[config.mk]
export PLATFORM = sky130hd
export DESIGN_NAME = sss_sleep_sequencer
export DESIGN_NICKNAME = d
export VERILOG_FILES = /design/src/rtl/sss_pkg.sv /design/src/rtl/sss_step_timer.sv /design/src/rtl/sss_sleep_sequencer.sv
export SDC_FILE = /design/constraint.sdc
export NUM_CORES = 1
export LEC_CHECK = 0
export ABC_AREA = 1
export BUFFER_PORTS_ARGS = -buffer_cell sky130_fd_sc_hd__buf_2
export CAP_MARGIN = 10
export CORE_ASPECT_RATIO = 1.4
export CORE_MARGIN = 2
export CORE_UTILIZATION = 40
export DETAILED_ROUTE_END_ITERATION = 7
export PLACE_DENSITY = 0.58
export RECOVER_POWER = 50
export REMOVE_ABC_BUFFERS = 1
export SETUP_SLACK_MARGIN = 0.1
export SLEW_MARGIN = 20
export SYNTH_ARGS = -nofsm -noshare
export SYNTH_HDL_FRONTEND = slang
export SYNTH_HIERARCHICAL = 1
export SYNTH_SLANG_ARGS = --single-unit
[constraint.sdc]
create_clock -name i_clk_sys -period 3.85 [get_ports i_clk_sys]
set_input_delay 0 -clock i_clk_sys [delete_from_list [all_inputs] [get_ports i_clk_sys]]
set_output_delay 0 -clock i_clk_sys [all_outputs]
set_load 0.05 [all_outputs]
[src/rtl/sss_pkg.sv]
package sss_pkg;

  // ----------------------------------------------------------------
  // Timing
  // ----------------------------------------------------------------
  localparam int CLK_PERIOD_NS = 10;
  // Settling time given to each entry or exit step of a sequence.
  localparam int STEP_TIME_NS = 100;
  // Time the processor and device resets are held after the last exit step has settled.
  localparam int RESET_TIME_NS = 1000;
  localparam int CNT_W = 16;
  localparam logic [CNT_W-1:0] STEP_CYCLES =
    CNT_W'((STEP_TIME_NS + CLK_PERIOD_NS - 1) / CLK_PERIOD_NS);
  localparam logic [CNT_W-1:0] RESET_CYCLES =
    CNT_W'((RESET_TIME_NS + CLK_PERIOD_NS - 1) / CLK_PERIOD_NS);

  // ----------------------------------------------------------------
  // Sleep type codes
  // ----------------------------------------------------------------
  localparam int TYPE_W = 3;
  localparam logic [TYPE_W-1:0] TYPE_S1_DEF = 3'h1;
  localparam logic [TYPE_W-1:0] TYPE_S2_DEF = 3'h2;
  localparam logic [TYPE_W-1:0] TYPE_S3_DEF = 3'h3;
  localparam logic [TYPE_W-1:0] TYPE_S4_DEF = 3'h4;

  // ----------------------------------------------------------------
  // Sequencer targets and control bit positions
  // ----------------------------------------------------------------
  localparam logic [2:0] TGT_NONE = 3'h0;
  localparam logic [2:0] TGT_S1L = 3'h1;
  localparam logic [2:0] TGT_S1D = 3'h2;
  localparam logic [2:0] TGT_S2 = 3'h3;
  localparam logic [2:0] TGT_S3 = 3'h4;
  localparam logic [2:0] TGT_S4 = 3'h5;

  localparam int NUM_CB = 8;
  localparam int CB_STOP = 0;
  localparam int CB_HALT = 1;
  localparam int CB_SREF = 2;
  localparam int CB_STBY = 3;
  localparam int CB_CPUOFF = 4;
  localparam int CB_ISO = 5;
  localparam int CB_SYSOFF = 6;
  localparam int CB_MEMOFF = 7;
  localparam logic [NUM_CB-1:0] CTL_RESET = 8'h00;

  localparam logic [1:0] IDX_FIRST = 2'h0;
  localparam logic [1:0] IDX_ONE = 2'h1;

endpackage

[src/rtl/sss_step_timer.sv]
`timescale 1ns/10ps
module sss_step_timer #(
  parameter int CNT_W = 16
) (
  input wire logic i_clk_sys, // System clock.
  input wire logic i_rst_n, // Asynchronous reset, active low.
  input wire logic i_load, // Start a new interval.
  input wire logic [CNT_W-1:0] i_count, // Interval length in cycles.
  output logic o_done // One-cycle pulse at interval end.
);

  logic [CNT_W-1:0] count_ff;
  logic busy_ff;
  logic done_ff;

  // A load while busy restarts the interval, so the caller never sees a
  // stale completion from the step that came before.
  always_ff @(posedge i_clk_sys or negedge i_rst_n)
  begin
    if (!i_rst_n)
    begin
      count_ff <= '0;
      busy_ff <= 1'b0;
      done_ff <= 1'b0;
    end
    else if (i_load)
    begin
      count_ff <= i_count;
      busy_ff <= 1'b1;
      done_ff <= 1'b0;
    end
    else if (busy_ff && (count_ff <= CNT_W'(1)))
    begin
      busy_ff <= 1'b0;
      done_ff <= 1'b1;
    end
    else
    begin
      count_ff <= busy_ff ? count_ff - CNT_W'(1) : count_ff;
      done_ff <= 1'b0;
    end
  end

  assign o_done = done_ff;

endmodule

[src/rtl/sss_sleep_sequencer.sv]
// Summary of operation
// S1 type plus enable set asserts the processor clock-stop request.
// Light S1 keeps system and processor bus clocks running.
// Enabled wake in light S1 drops the clock-stop request.
// Deep S1 requests stop grant first, then halts processor clock.
// Deep S1 then puts memory into self-refresh.
// Deep S1 finally asserts system clock standby, leaving only RTC running.
// Wake from deep S1 undoes the steps in reverse order.
// S2 stops system clocks, enters self-refresh, powers off processor and cache.
// Wake from S2 resets the processor so it restarts at boot vector.
// During S2 core logic and memory stay powered.
// S3 entry first places memory into self-refresh.
// S3 entry isolates memory-keeping devices before power removal.
// S3 then removes system power, keeping memory support powered.
// In S3 only the real-time clock runs.
// Wake from S3 restores power and resets devices and processor.
// S4 powers off all devices.
// Software flushes caches before enabling S2 or S3.
// Software saves all context before requesting OS-initiated S4.
// Firmware-initiated S4 goes through the firmware command port instead.
// Firmware restores processor, cache and memory setup after S2/S3 wake.
// Sleep type is a 3-bit code with platform-chosen values.
// Software sets enable in the same write that loads sleep type.
// Wake status bit is set when wakeup occurs while sleeping.
// Only a write with enable set starts; unknown types are ignored.
`timescale 1ns/10ps
module sss_sleep_sequencer #(
  parameter int NUM_WAKE = 4,
  parameter logic [2:0] TYPE_S1 = sss_pkg::TYPE_S1_DEF,
  parameter logic [2:0] TYPE_S2 = sss_pkg::TYPE_S2_DEF,
  parameter logic [2:0] TYPE_S3 = sss_pkg::TYPE_S3_DEF,
  parameter logic [2:0] TYPE_S4 = sss_pkg::TYPE_S4_DEF
) (
  input wire logic i_clk_sys, // System clock, 100 MHz.
  input wire logic i_rst_n, // Asynchronous reset, active low.
  input wire logic i_ctl_wr, // Power control register write strobe.
  input wire logic [sss_pkg::TYPE_W-1:0] i_sleep_type_field, // Sleep type.
  input wire logic i_sleep_enable_bit, // Sleep enable in the same write.
  input wire logic i_s1_deep_mode, // Use the deeper S1 form.
  input wire logic [NUM_WAKE-1:0] i_wake_events, // Wake event levels.
  input wire logic [NUM_WAKE-1:0] i_wake_enables, // Wake event enables.
  input wire logic i_wake_status_clr, // Clear wake status.
  output logic o_processor_clock_stop_request, // Stop grant request.
  output logic o_cpu_clk_halt, // Stop processor input clock.
  output logic o_mem_self_refresh, // Memory self-refresh.
  output logic o_sys_clk_standby, // Standby to system clock synthesiser.
  output logic o_cpu_power_off, // Processor and cache power off.
  output logic o_mem_isolate, // Memory-keeping devices isolate.
  output logic o_sys_power_off, // System power removed.
  output logic o_mem_power_off, // Memory support power removed.
  output logic o_cpu_reset, // Processor reset.
  output logic o_device_reset, // Device reset.
  output logic o_wake_status_bit, // Sticky wake status.
  output logic [sss_pkg::TYPE_W-1:0] o_sleep_type, // Last accepted type.
  output logic [4:0] o_seq_state // One-hot sequencer state.
);

  // ----------------------------------------------------------------
  // Step tables
  // ----------------------------------------------------------------
  typedef enum logic [4:0] {
    ST_WORK = 5'h01,
    ST_ENTER = 5'h02,
    ST_SLEEP = 5'h04,
    ST_EXIT = 5'h08,
    ST_RESET = 5'h10
  } sss_state_e;

  function automatic logic [sss_pkg::NUM_CB-1:0] step_mask(input logic [2:0] tgt, input logic [1:0] idx);
    logic [sss_pkg::NUM_CB-1:0] m;
    m = sss_pkg::CTL_RESET;
    case (tgt)
      sss_pkg::TGT_S1L: m[sss_pkg::CB_STOP] = 1'b1;
      sss_pkg::TGT_S1D:
        case (idx)
          2'h0: m[sss_pkg::CB_STOP] = 1'b1;
          2'h1: m[sss_pkg::CB_HALT] = 1'b1;
          2'h2: m[sss_pkg::CB_SREF] = 1'b1;
          default: m[sss_pkg::CB_STBY] = 1'b1;
        endcase
      sss_pkg::TGT_S2:
        case (idx)
          2'h0: m[sss_pkg::CB_STBY] = 1'b1;
          2'h1: m[sss_pkg::CB_SREF] = 1'b1;
          default: m[sss_pkg::CB_CPUOFF] = 1'b1;
        endcase
      sss_pkg::TGT_S3:
        case (idx)
          2'h0: m[sss_pkg::CB_SREF] = 1'b1;
          2'h1: m[sss_pkg::CB_ISO] = 1'b1;
          2'h2: m[sss_pkg::CB_STBY] = 1'b1;
          default: m[sss_pkg::CB_SYSOFF] = 1'b1;
        endcase
      sss_pkg::TGT_S4:
        case (idx)
          2'h0: m[sss_pkg::CB_STBY] = 1'b1;
          2'h1: m[sss_pkg::CB_SYSOFF] = 1'b1;
          default: m[sss_pkg::CB_MEMOFF] = 1'b1;
        endcase
      default: m = sss_pkg::CTL_RESET;
    endcase
    return m;
  endfunction

  function automatic logic [1:0] last_idx(input logic [2:0] tgt);
    logic [1:0] l;
    l = 2'h0;
    case (tgt)
      sss_pkg::TGT_S1D: l = 2'h3;
      sss_pkg::TGT_S2: l = 2'h2;
      sss_pkg::TGT_S3: l = 2'h3;
      sss_pkg::TGT_S4: l = 2'h2;
      default: l = 2'h0;
    endcase
    return l;
  endfunction

  // ----------------------------------------------------------------
  // Decode and events
  // ----------------------------------------------------------------
  sss_state_e state_ff;
  logic [2:0] tgt_ff;
  logic [1:0] idx_ff;
  logic [sss_pkg::NUM_CB-1:0] ctl_ff;
  logic pend_ff;
  logic wake_sts_ff;
  logic cpu_rst_ff;
  logic dev_rst_ff;
  logic [sss_pkg::TYPE_W-1:0] type_ff;
  logic [2:0] req_tgt;
  logic go;
  logic hit;
  logic done;
  logic last;
  logic first;
  logic wake_go;
  logic need_rst;
  logic tmr_load;
  logic [sss_pkg::CNT_W-1:0] tmr_count;

  always_comb
  begin
    req_tgt = sss_pkg::TGT_NONE;
    if (i_sleep_type_field == TYPE_S1)
      req_tgt = i_s1_deep_mode ? sss_pkg::TGT_S1D : sss_pkg::TGT_S1L;
    else if (i_sleep_type_field == TYPE_S2)
      req_tgt = sss_pkg::TGT_S2;
    else if (i_sleep_type_field == TYPE_S3)
      req_tgt = sss_pkg::TGT_S3;
    else if (i_sleep_type_field == TYPE_S4)
      req_tgt = sss_pkg::TGT_S4;
  end

  assign go = (state_ff == ST_WORK) && i_ctl_wr && i_sleep_enable_bit && (req_tgt != sss_pkg::TGT_NONE);
  assign hit = |(i_wake_events & i_wake_enables);
  assign last = (idx_ff == last_idx(tgt_ff));
  assign first = (idx_ff == sss_pkg::IDX_FIRST);
  assign wake_go = (state_ff == ST_SLEEP) && pend_ff;
  assign need_rst = (tgt_ff == sss_pkg::TGT_S2) || (tgt_ff == sss_pkg::TGT_S3) || (tgt_ff == sss_pkg::TGT_S4);
  assign tmr_load = go || wake_go || ((state_ff == ST_ENTER) && done && !last) ||
                    ((state_ff == ST_EXIT) && done && (!first || need_rst));
  assign tmr_count = ((state_ff == ST_EXIT) && first) ? sss_pkg::RESET_CYCLES : sss_pkg::STEP_CYCLES;

  sss_step_timer #(
    .CNT_W(sss_pkg::CNT_W)
  ) u_timer (
    .i_clk_sys(i_clk_sys),
    .i_rst_n(i_rst_n),
    .i_load(tmr_load),
    .i_count(tmr_count),
    .o_done(done)
  );

  // ----------------------------------------------------------------
  // Sequencer state
  // ----------------------------------------------------------------
  always_ff @(posedge i_clk_sys or negedge i_rst_n)
  begin
    if (!i_rst_n)
    begin
      state_ff <= ST_WORK;
      tgt_ff <= sss_pkg::TGT_NONE;
      idx_ff <= sss_pkg::IDX_FIRST;
    end
    else
    begin
      unique case (state_ff)
        ST_WORK:
          if (go)
          begin
            state_ff <= ST_ENTER;
            tgt_ff <= req_tgt;
            idx_ff <= sss_pkg::IDX_FIRST;
          end
        ST_ENTER:
          if (done)
          begin
            if (last)
              state_ff <= ST_SLEEP;
            else
              idx_ff <= 2'(idx_ff + sss_pkg::IDX_ONE);
          end
        ST_SLEEP:
          if (pend_ff)
          begin
            state_ff <= ST_EXIT;
            idx_ff <= last_idx(tgt_ff);
          end
        ST_EXIT:
          if (done)
          begin
            if (first)
              state_ff <= need_rst ? ST_RESET : ST_WORK;
            else
              idx_ff <= 2'(idx_ff - sss_pkg::IDX_ONE);
          end
        ST_RESET:
          if (done)
            state_ff <= ST_WORK;
      endcase
    end
  end

  // Steps are applied the cycle the timer is loaded, so each control bit
  // has a full settling interval before the next one changes.
  always_ff @(posedge i_clk_sys or negedge i_rst_n)
  begin
    if (!i_rst_n)
      ctl_ff <= sss_pkg::CTL_RESET;
    else if (go)
      ctl_ff <= ctl_ff | step_mask(req_tgt, sss_pkg::IDX_FIRST);
    else if ((state_ff == ST_ENTER) && done && !last)
      ctl_ff <= ctl_ff | step_mask(tgt_ff, 2'(idx_ff + sss_pkg::IDX_ONE));
    else if (wake_go)
      ctl_ff <= ctl_ff & ~step_mask(tgt_ff, idx_ff);
    else if ((state_ff == ST_EXIT) && done && !first)
      ctl_ff <= ctl_ff & ~step_mask(tgt_ff, 2'(idx_ff - sss_pkg::IDX_ONE));
  end

  // Resets are raised in the same cycle the first exit step is undone, so the processor
  // never runs on a half-restored platform.
  always_ff @(posedge i_clk_sys or negedge i_rst_n)
  begin
    if (!i_rst_n)
    begin
      cpu_rst_ff <= 1'b0;
      dev_rst_ff <= 1'b0;
    end
    else if (wake_go)
    begin
      cpu_rst_ff <= need_rst;
      dev_rst_ff <= (tgt_ff == sss_pkg::TGT_S3) || (tgt_ff == sss_pkg::TGT_S4);
    end
    else if ((state_ff == ST_RESET) && done)
    begin
      cpu_rst_ff <= 1'b0;
      dev_rst_ff <= 1'b0;
    end
  end

  // ----------------------------------------------------------------
  // Wake tracking
  // ----------------------------------------------------------------
  // A wake that arrives during entry is held, so the sequence completes
  // cleanly and is then reversed rather than stopped midway.
  always_ff @(posedge i_clk_sys or negedge i_rst_n)
  begin
    if (!i_rst_n)
      pend_ff <= 1'b0;
    else if (wake_go)
      pend_ff <= 1'b0;
    else if (hit && ((state_ff == ST_ENTER) || (state_ff == ST_SLEEP)))
      pend_ff <= 1'b1;
  end

  always_ff @(posedge i_clk_sys or negedge i_rst_n)
  begin
    if (!i_rst_n)
      wake_sts_ff <= 1'b0;
    else if (hit && ((state_ff == ST_ENTER) || (state_ff == ST_SLEEP)))
      wake_sts_ff <= 1'b1;
    else if (i_wake_status_clr)
      wake_sts_ff <= 1'b0;
  end

  // The accepted type is kept across the sleep for boot code to inspect.
  always_ff @(posedge i_clk_sys or negedge i_rst_n)
  begin
    if (!i_rst_n)
      type_ff <= '0;
    else if (go)
      type_ff <= i_sleep_type_field;
  end

  assign o_processor_clock_stop_request = ctl_ff[sss_pkg::CB_STOP];
  assign o_cpu_clk_halt = ctl_ff[sss_pkg::CB_HALT];
  assign o_mem_self_refresh = ctl_ff[sss_pkg::CB_SREF];
  assign o_sys_clk_standby = ctl_ff[sss_pkg::CB_STBY];
  assign o_cpu_power_off = ctl_ff[sss_pkg::CB_CPUOFF];
  assign o_mem_isolate = ctl_ff[sss_pkg::CB_ISO];
  assign o_sys_power_off = ctl_ff[sss_pkg::CB_SYSOFF];
  assign o_mem_power_off = ctl_ff[sss_pkg::CB_MEMOFF];
  assign o_cpu_reset = cpu_rst_ff;
  assign o_device_reset = dev_rst_ff;
  assign o_wake_status_bit = wake_sts_ff;
  assign o_sleep_type = type_ff;
  assign o_seq_state = state_ff;
endmodule

==> metrics.yaml, run 1 <==
dp_cells: 638
drt-wirelength-per-cell_um: 13.5
design.core.area_mm2: 0.00815
p_leak_nw: 1.97
vias_per_cell: 5.12
ir_drop_mv: 0.260
grt_usage_pct: 20.9
die-height_um: 112
yosysSeqAreaShare_pct: 32.1
fmax_mhz: 316
initial_core_util_pct: 41.1
critical_path_class: "reg2reg"
cts-root-buf: "clkbuf_16"
yosys.area.top_type: "dfrtp_1"
yosys_warnings: 6
fp.dieW_um: 81.4
fin_tns_setup_ns: 0
final_cell_mix: "151 x nand2_1, 63 x nor2_1, 59 x inv_1"
cpPeakStageDelay_ns: 0.46
synthTopCellsByArea: "dfrtp_1 31%, nand2_1 17%, nor2_1 7.1%"
cts_tree: "built"
first_global_vias: 3197
async_reset_ff_share_pct: 100
drv_cap: 1
cp-end-kind: "register"
drive_above_1_share_pct: 14.7
outcome: "finished, violations left"
synth_cells: 500
synth_cell_type_count: 36
grt_pass1_wl_um: 14900
worstPathArrival_ns: 3.34
worst_pin_slew_ns: 2.44
gr-total-overflow: 0
crit_fanout: 22
firstDrtPassIters: 5
crit_path_top_delay_cell: "dfrtp_1"
drv_slew: 44
antennaDiodeCount: 0
r2r_slack_ns: 0.69
relSlewSlack_pct: -62.4
dr.first_iter.drc_count: 181
synth_edf_count: 0
placed_cell_area_mm2: 0.00361
nets: 573
clk_latency_ns: 0.29
min_from: "i_sleep_type_field[0]"
antenna_found_initial: 0
crit_path_frequent_cell: "nor2_1"
rsz0062_at_grt: "no"
period_minus_slack_ns: 3.16
clock-sinks: 43
yosys_register_bits: 43
syn_area_per_cell_um2: 6.71
r2r-start: "idx_ff[0]$_DFFE_PN0P_"
finalHoldViolCount: 0
cp-start-kind: "register"
setup_viol: 0
cp_cell_sequence: "inv_1 > ha_1 > inv_1 > nand4_1 > nor2_1 > nor2_1 > nand3_2 > clkinv_1 > o21ai_0 > buf_4 > nor2_1 > nand2_1 > nor2_2 > nand3_2 > nand2_4 > inv_2 > nand2_1 > o21ai_2"
fin_crit_sh_pct: 82.1
cellPowerDensity_mw_per_mm2: 691
syn_area_mm2: 0.00335
htreeDepth: 2
routed_wl_um: 8730
ant_nets: 0
layout_commonest_cell: "nand2_1"
rows: 39
holdCritPathClass: "in2reg"
final_area_mm2: 0.00376
dp_hpwl_um: 6740
dr_total_vias: 3316
synthToLayoutAreaGrowth_pct: 12.1
dieArea_mm2: 0.00914
ios: 36
gp_congestion: 0.944
path_clk_slew_ns: 0.06
path_delay_family: "simple AND/OR/NAND/NOR gates"
io_buffers: 35
synth_top_area_share_pct: 31.3
worstPathRequired_ns: 4.03
clock_skew_ns: 0.00516
clk_path_buf_depth: 2
fin_cells: 648
drc: 0
synthFlopType: "dfrtp_1"
grt_max_degree: 44
timing.critical_path.buf_inv: 5
numCtsBuffers: 5
critical_path.startpoint: "idx_ff[0]$_DFFE_PN0P_"
violations: "capacitance limit, slew limit"
worst_hold_slack_ns: 0.0189
## report_power, final
part | leakage, nW | switching (mW) | total (mW) | internal, mW
clock network | 0.0733 | 0.185 | 0.422 | 0.237
logic | 1.37 | 0.949 | 1.37 | 0.419
registers | 0.523 | 0.193 | 0.808 | 0.614
## synth_stat cells, types with 2 or more instances
master	instances
a22o_1	2
buf_6	6
nor2_1	63
nand2_4	3
nand4_1	14
nand3_2	8
inv_1	59
a21oi_1	7
nand3_1	43
nand3b_1	6
o21ai_0	23
o21bai_1	7
dfrtp_1	42
inv_2	4
nor2_2	10
o21ai_2	6
o22ai_1	5
clkbuf_1	3
nand2_2	7
buf_4	2
nand2_1	151
a31oi_1	2
o21ai_1	4
ha_1	11
## worst min-delay path, delay by kind of cell
kind	cells	cell delay, ns
AOI/OAI and AO/OA	1	0.08
buffers and inverters	2	0.18
## state kept, by name, summed over array words and instances (netlist names)
| name | cells |
|---|---|
| u_timer/o_done | 1 |
| u_timer/count_ff | 16 |
| o_device_reset | 1 |
| u_timer/busy_ff | 1 |
| tgt_ff | 3 |
| o_cpu_reset | 1 |
| ctl_ff | 8 |
| pend_ff | 1 |
| idx_ff | 2 |
| o_sleep_type | 3 |
| o_seq_state | 5 |
| o_wake_status_bit | 1 |
## kinds of logic (layout without fill, tap and decap cells)
family / Yosys count / count (layout) / synth area share [%]
simple gates: 307 / 307 / 41.5
flops: 43 / 43 / 32.1
compound gates: 60 / 60 / 11.3
buf+inv: 77 / 113 / 10.5
xor+xnor: 1 / 1 / 0.261
fa+ha+maj: 11 / 11 / 4.10
other cells: 1 / 11 / 0.112
## what timing repair did
| action | 4_1_cts | 5_1_grt |
|---|---|---|
| hold buffers | 2 | 0 |
| setup buffers | 0 | 0 |
| endpoints found under the hold margin | 43 | 0 |
| resized for setup | 0 | 0 |
## worst paths after layout
check                                             endpoint  depth (start not counted)
setup / recovery           u_timer/count_ff[1]$_DFFE_PN0P_                         18
hold / removal                 o_sleep_type[0]$_DFFE_PN0N_                          3
setup reg to reg           u_timer/count_ff[1]$_DFFE_PN0P_                         18
hold reg to reg                o_sleep_type[2]$_DFFE_PN0N_                          2
max in group asynchronous            tgt_ff[2]$_DFFE_PN0P_                          2
min in group asynchronous              pend_ff$_DFFE_PN0P_                          2
## per-stage QoR
| stage | utilization, % | worst slack [ns] | power [mW] |
|---|---|---|---|
| floorplan | - | 0.661 | 1.83 |
| global placement | 44.3 | 0.864 | 2.16 |
| detailed placement | 44.3 | 0.716 | 2.19 |
| CTS | 46.3 | 0.704 | 2.62 |
| global route | 46.1 | 0.366 | 2.83 |
| finish | 46.1 | 0.689 | 2.60 |
## per-layer routing
metal,vias to the layer above,wire length (um),GRT usage [%]
met1,1534,3640,23.7
li1,1672,-,-
met4,0,382,11.2
met2,79,4420,36.1
met5,-,0,0
met3,31,292,3.86
## layout make-up
cell class                      count  area, um2
Clock buffer                        5        125
Clock inverter                      3       15.0
Fill cell                         863       4390
Inverter                           64        240
Multi-Input combinational cell    390       1960
Sequential cell                    43       1080
Tap cell                          102        128
Timing Repair Buffer               41        213
Note: power is estimated with default switching activity, not from simulation.
==> run 2, diff against run 1 <==
--- a/config.mk
+++ b/config.mk
@@ -5,14 +5,14 @@
 export SDC_FILE = /design/constraint.sdc
 export NUM_CORES = 1
 export LEC_CHECK = 0
-export ABC_AREA = 1
+export ABC_AREA = 0
 export BUFFER_PORTS_ARGS = -buffer_cell sky130_fd_sc_hd__buf_2
 export CAP_MARGIN = 10
 export CORE_ASPECT_RATIO = 1.4
 export CORE_MARGIN = 2
 export CORE_UTILIZATION = 40
 export DETAILED_ROUTE_END_ITERATION = 7
-export PLACE_DENSITY = 0.58
+export PLACE_DENSITY = 0.6
 export RECOVER_POWER = 50
 export REMOVE_ABC_BUFFERS = 1
 export SETUP_SLACK_MARGIN = 0.1
==> constraint.sdc (replaced) <==
create_clock -name i_clk_sys -period 2.78 [get_ports i_clk_sys]
set_input_delay 0 -clock i_clk_sys [delete_from_list [all_inputs] [get_ports i_clk_sys]]
set_output_delay 0 -clock i_clk_sys [all_outputs]
set_load 0.05 [all_outputs]
==> run 2 against run 1 <==
- sequential cell count did not move
- the run now ends clean
- clock skew rose by 0.0023 ns
- clock-buffer cell count rose by 1
- sequential power rose by 5.6%
- register-to-register slack got worse by 0.65 ns
- final cell count fell by 15%
- die area fell by 2.0%
- area after synthesis fell by 2.1%
- maximum frequency rose by 16%
- non-clock buffer count rose by 44
- setup slack got worse by 0.65 ns
- critical path type unchanged
==> metrics.yaml, run 2 <==
ir_drop_mv: 0.412
critical_path_class: "reg2reg"
syn_area_per_cell_um2: 8.82
synth_compound_area_share_pct: 26.4
synth_cells: 372
final_area_mm2: 0.00418
grt_pass1_wl_um: 15000
timing.critical_path.buf_inv: 3
grt_usage_pct: 20.9
cp_cell_sequence: "inv_2 > ha_4 > xor2_2 > o211ai_1 > and3_4 > nor3_4 > nand2_2 > nand2b_4 > or4_4 > buf_12 > nor2_4 > buf_6 > a211o_1"
fin_tns_setup_ns: 0
cts_tree: "built"
cpPeakStageDelay_ns: 0.56
yosys.area_share.adder_pct: 4.19
yosysSeqAreaShare_pct: 32.8
io_buffers: 35
worst_pin_slew_ns: 1.11
first_global_vias: 3083
antenna_found_initial: 0
fillers: 735
r2r_end: "u_timer/count_ff[1]$_DFFE_PN0P_"
cts-root-buf: "clkbuf_16"
relSlewSlack_pct: 25.7
antennaDiodeCount: 0
critical_path.startpoint: "tgt_ff[1]$_DFFE_PN0P_"
crit_cells: 13
synth_cell_type_count: 80
dp_hpwl_um: 6730
dr.first_iter.drc_count: 238
fmax_mhz: 365
p_leak_nw: 1.84
route.met2.wl_um: 5170
async_reset_ff_share_pct: 100
fp.dieW_um: 80.6
outcome: "finished clean"
cp-endpoint: "u_timer/count_ff[1]$_DFFE_PN0P_"
placed_cell_area_mm2: 0.00376
period_minus_slack_ns: 2.74
design.core.area_mm2: 0.00805
syn_area_mm2: 0.00328
die-height_um: 111
crit_fanout: 3
gr-total-overflow: 0
pre_cts_ws_ns: -0.0579
initial_core_util_pct: 40.8
drv_cap: 0
largest_register_ffs: 16
synthFlopType: "dfrtp_1"
yosys_warnings: 6
dr_total_vias: 3180
synth_commonest_cells: "42 x dfrtp_1, 29 x nand2_1, 23 x a21oi_1, 21 x nor2_1, 20 x inv_1"
clock-sinks: 43
holdCritPathClass: "in2reg"
final_cell_mix: "42 x dfrtp_1, 42 x buf_4, 30 x buf_2"
fin_ws_ns: 0.0439
finalCoreUtilization_pct: 52.0
fin_crit_sh_pct: 98.4
nets: 474
yosys.area.top_type: "dfrtp_1"
worstPathRequired_ns: 3.00
yosys.area_share.simple_pct: 23.2
dr.max_layer_used: "met4"
gp_congestion: 0.894
largest-register: "u_timer/count_ff"
synth_top_family_by_area: "compound AO/OA/AOI/OAI gates"
drive_above_1_share_pct: 29.8
htreeDepth: 2
worstPathArrival_ns: 2.96
r2r_cells: 13
met1_length_um: 3640
synth-xor-area-share_pct: 1.33
synthTopCellsByArea: "dfrtp_1 32%, ha_1 4.2%, a21oi_1 3.5%"
rsz0062_at_grt: "yes"
yosysMostFrequentCell: "dfrtp_1"
path_clk_slew_ns: 0.06
cp-end-kind: "register"
drc: 0
drt-wirelength-per-cell_um: 16.9
wl_met3_um: 218
clk_latency_ns: 0.29
yosys_register_bits: 43
synthToLayoutAreaGrowth_pct: 27.4
clock_skew_ns: 0.00747
path_delay_family: "simple AND/OR/NAND/NOR gates"
cp-start-kind: "register"
routed_wl_um: 9300
crit_path_top_delay_cell: "or4_4"
r2r_slack_ns: 0.04
dieArea_mm2: 0.00896
firstDrtPassIters: 4
design_power_total_mw: 2.04
grt_max_degree: 44
r2r-start: "tgt_ff[1]$_DFFE_PN0P_"
synth_edf_count: 0
ant_nets: 0
synth_top_area_share_pct: 32.0
rows: 39
vias_per_cell: 5.79
finalHoldViolCount: 0
drv_slew: 0
ios: 36
numCtsBuffers: 5
clk_path_buf_depth: 2
cellPowerDensity_mw_per_mm2: 487
muxShareOfSynthArea_pct: 5.11
setup_viol: 0
## run 2: repair_timing
| action | CTS | global route |
|---|---|---|
| resized for setup | 9 | 19 |
| hold endpoints to repair | 43 | 0 |
| pin swaps | 6 | 10 |
| setup endpoints to repair | 15 | 18 |
| hold buffers | 2 | 0 |
| cloned | 0 | 1 |
| buffers inserted | 4 | 5 |
## run 2: per-stage QoR
stage	hold slack, ns	instances
2_1_floorplan	-0.296	354
3_3_place_gp	0.207	529
3_5_place_dp	0.213	529
4_1_cts	0.0605	543
5_1_grt	0.0734	549
6_report	0.0565	549
## run 2: worst min-delay path by stage
stage / from / end / slack (ns) / cells after the start
4_1_cts: i_sleep_type_field[1] / tgt_ff[2]$_DFFE_PN0P_ / 0.06 / 2
2_1_floorplan: i_rst_n / ctl_ff[0]$_DFFE_PN0P_ / -0.30 / 0
3_3_place_gp: i_wake_status_clr / o_wake_status_bit$_DFFE_PN0P_ / 0.21 / 2
5_1_grt: i_sleep_type_field[1] / tgt_ff[2]$_DFFE_PN0P_ / 0.07 / 2
6_report: i_sleep_type_field[1] / tgt_ff[2]$_DFFE_PN0P_ / 0.06 / 2
3_5_place_dp: i_wake_status_clr / o_wake_status_bit$_DFFE_PN0P_ / 0.21 / 2
## run 2: cell families (layout without fill, tap and decap cells)
family | count (synthesis) | in the layout
AOI/OAI and AO/OA | 119 | 119
xor gates and xnor gates | 5 | 5
adders and majority gates | 11 | 11
buffers and inverters | 49 | 114
DFF | 43 | 43
muxes | 15 | 15
other | 1 | 11
and+or+nand+nor | 129 | 129
## run 2: final cells by class
type | count | area, um2 | share of cell area, %
clock buffer | 6 | 139 | 3.32
clock inverter | 2 | 35.0 | 0.838
inverter | 21 | 82.6 | 1.97
multi-input combinational | 290 | 2140 | 51.1
sequential | 43 | 1080 | 25.8
tap | 102 | 128 | 3.05
timing repair buffer | 85 | 583 | 13.9
## run 2: power breakdown
part           internal [mW]  leakage (nW)  switching (mW)  total, mW
clock                  0.447        0.0868           0.252      0.699
combinational          0.239          1.25           0.245      0.484
sequential             0.712         0.500           0.141      0.853
total                   1.40          1.84           0.639       2.04
## run 2: routing by layer
metal / GRT usage (%) / vias to the layer above
met5: 0 / -
met4: 8.70 / 0
met3: 2.77 / 21
met2: 37.8 / 71
met1: 24.0 / 1550
li1: - / 1538
## run 2: worst reg2reg max path, delay by kind of cell (launching register included)
kind,cells,cell delay [ns]
AOI/OAI and AO/OA,2,0.26
xor gates and xnor gates,1,0.18
adders and majority gates,1,0.21
buffers and inverters,3,0.35
DFF,1,0.39
and+or+nand+nor,6,1.29
==> run 3, diff against run 2 <==
--- a/config.mk
+++ b/config.mk
@@ -5,14 +5,14 @@
 export SDC_FILE = /design/constraint.sdc
 export NUM_CORES = 1
 export LEC_CHECK = 0
-export ABC_AREA = 0
+export ABC_AREA = 1
 export BUFFER_PORTS_ARGS = -buffer_cell sky130_fd_sc_hd__buf_2
 export CAP_MARGIN = 10
 export CORE_ASPECT_RATIO = 1.4
 export CORE_MARGIN = 2
-export CORE_UTILIZATION = 40
+export CORE_UTILIZATION = 39
 export DETAILED_ROUTE_END_ITERATION = 7
-export PLACE_DENSITY = 0.6
+export PLACE_DENSITY = 0.59
 export RECOVER_POWER = 50
 export REMOVE_ABC_BUFFERS = 1
 export SETUP_SLACK_MARGIN = 0.1
==> run 3 against run 2 <==
- total power rose by 80%
- design area fell by 7.4%
- wire length fell by 4.9%
- largest cell class unchanged
==> metrics.yaml, run 3 (same netlist as run 1, synthesis figures left out) <==
timing.critical_path.buf_inv: 3
drv_cap: 0
cp-start-kind: "register"
ios: 36
largest-register: "u_timer/count_ff"
grt_max_degree: 44
worst_pin_slew_ns: 1.10
drv_slew: 0
r2r-start: "tgt_ff[0]$_DFFE_PN0P_"
gr-total-overflow: 0
cts_tree: "built"
grt_usage_pct: 20.3
numCtsBuffers: 5
first_global_vias: 3263
min_from: "i_sleep_type_field[0]"
drive_above_1_share_pct: 16.8
finalHoldViolCount: 0
cp-end-kind: "register"
relSlewSlack_pct: 26.4
fillers: 888
ir_drop_mv: 0.435
dp_hpwl_um: 6720
hold-path-cell-count: 3
nets: 581
r2r_slack_ns: 0.36
final_area_mm2: 0.00387
fmax_mhz: 414
synthToLayoutAreaGrowth_pct: 15.4
post_cts_buffers: 0
pre_cts_ws_ns: 0.0781
worstPathRequired_ns: 2.95
clock-sinks: 43
antenna_found_initial: 1
crit_fanout: 12
drc: 0
r2r_end: "u_timer/count_ff[1]$_DFFE_PN0P_"
dr_total_vias: 3313
rsz0062_at_grt: "no"
crit_cells: 17
crit_path_top_delay_cell: "dfrtp_1"
outcome: "finished clean"
cellPowerDensity_mw_per_mm2: 949
dr.first_iter.drc_count: 145
design.core.area_mm2: 0.00846
clock_skew_ns: 0.00511
die-height_um: 114
dp_cells: 648
placed_cell_area_mm2: 0.00367
ant_nets: 0
cts-root-buf: "clkbuf_16"
rows: 40
grt_pass1_wl_um: 14800
fin_crit_sh_pct: 87.0
fp.dieW_um: 82.4
layout_commonest_cell: "nand2_1"
r2r_cells: 17
hold_end: "o_sleep_type[0]$_DFFE_PN0N_"
routed_wl_um: 8850
worstPathArrival_ns: 2.59
largest_register_ffs: 16
final_cell_mix: "151 x nand2_1, 62 x nor2_1, 57 x inv_1"
p_leak_nw: 2.01
setup_viol: 0
io_buffers: 35
period_minus_slack_ns: 2.42
path_delay_family: "simple AND/OR/NAND/NOR gates"
clk_path_buf_depth: 2
fin_cells: 658
clk_latency_ns: 0.29
drt-wirelength-per-cell_um: 13.4
fin_tns_setup_ns: 0
holdCritPathClass: "in2reg"
firstDrtPassIters: 6
initial_core_util_pct: 39.6
vias_per_cell: 5.03
antennaDiodeCount: 0
gp_congestion: 0.937
cpPeakStageDelay_ns: 0.54
path_clk_slew_ns: 0.06
htreeDepth: 2
fin_ws_ns: 0.362
dieArea_mm2: 0.00937
critical_path_class: "reg2reg"
cp_cell_sequence: "inv_1 > nand3_4 > nand2_2 > nand2_2 > nand3_2 > nand2_4 > nand3_2 > clkinv_1 > o21ai_1 > nor2_1 > nand2_1 > nor2_2 > nand3_4 > nand2_8 > inv_2 > nand2_1 > o21ai_2"
## run 3: changes by cell type in the layout (fill, tap and decap cells not counted), moves of 6 or more
cell,delta
a21oi_1,-16
buf_4,-31
inv_1,+40
mux2i_1,-10
nand2_1,+123
nand2_2,+6
nand3_1,+31
nor2_1,+42
nor2_2,+11
nor3_1,-9
o21bai_1,+7
## run 3: how the worst max path moves through the flow
stage	end	start
final	u_timer/count_ff[1]$_DFFE_PN0P_	tgt_ff[0]$_DFFE_PN0P_
after global routing	u_timer/count_ff[6]$_DFFE_PN0P_	tgt_ff[1]$_DFFE_PN0P_
after CTS	u_timer/count_ff[0]$_DFFE_PN0P_	idx_ff[1]$_DFFE_PN0P_
after detailed placement	u_timer/count_ff[0]$_DFFE_PN0P_	idx_ff[1]$_DFFE_PN0P_
after global placement	u_timer/count_ff[1]$_DFFE_PN0P_	idx_ff[1]$_DFFE_PN0P_
after floorplan	u_timer/count_ff[0]$_DFFE_PN0P_	o_seq_state[2]$_DFFE_PN0P_
## run 3: worst register-to-register path: stages (launching register included)
cell and delay [ns]:
dfrtp_1 0.54, inv_1 0.16, nand3_4 0.15, nand2_2 0.08, nand2_2 0.06, nand3_2 0.10, nand2_4 0.12, nand3_2 0.08
clkinv_1 0.06, o21ai_1 0.10, nor2_1 0.10, nand2_1 0.07, nor2_2 0.12, nand3_4 0.14, nand2_8 0.15, inv_2 0.13
nand2_1 0.10, o21ai_2 0.05
## run 3: per-layer routing
| layer | wire length [um] | track usage (%) | up-vias |
|---|---|---|---|
| met4 | 223 | 7.22 | 0 |
| met5 | 0 | 0 | - |
| li1 | - | - | 1690 |
| met2 | 4740 | 37.5 | 61 |
| met1 | 3580 | 22.3 | 1546 |
| met3 | 302 | 3.96 | 16 |
## run 3: timing repair
action	CTS	global route
gates cloned	0	1
pin swaps	0	2
hold buffers	2	0
endpoints found under the setup margin	8	17
endpoints found under the hold margin	43	0
resized for setup	1	10
## run 3: where the power goes
group / leakage, nW / internal (mW) / switching (mW)
Clock: 0.0727 / 0.351 / 0.244
Combinational: 1.42 / 0.632 / 1.35
Sequential: 0.522 / 0.852 / 0.240
Total: 2.01 / 1.83 / 1.84
## run 3: area by class of cell
type                    count  area (um2)  area share [%]
multi-input cells         391        2010            51.9
inverters                  64         240            6.21
repair buffers             48         267            6.88
well taps                 105         131            3.39
clock buffers               6         139            3.59
flip-flops and latches     43        1080            27.9
clock inverters             1        5.00           0.129
## run 3: stage by stage
stage | power (mW) | hold slack [ns] | utilization, %
after floorplan | 2.53 | -0.296 | -
after global placement | 3.04 | 0.189 | 43.4
after detailed placement | 3.07 | 0.200 | 43.4
final | 3.67 | 0.0240 | 45.8
after global routing | 4.01 | 0.0385 | 45.8
after CTS | 3.69 | 0.0179 | 45.4
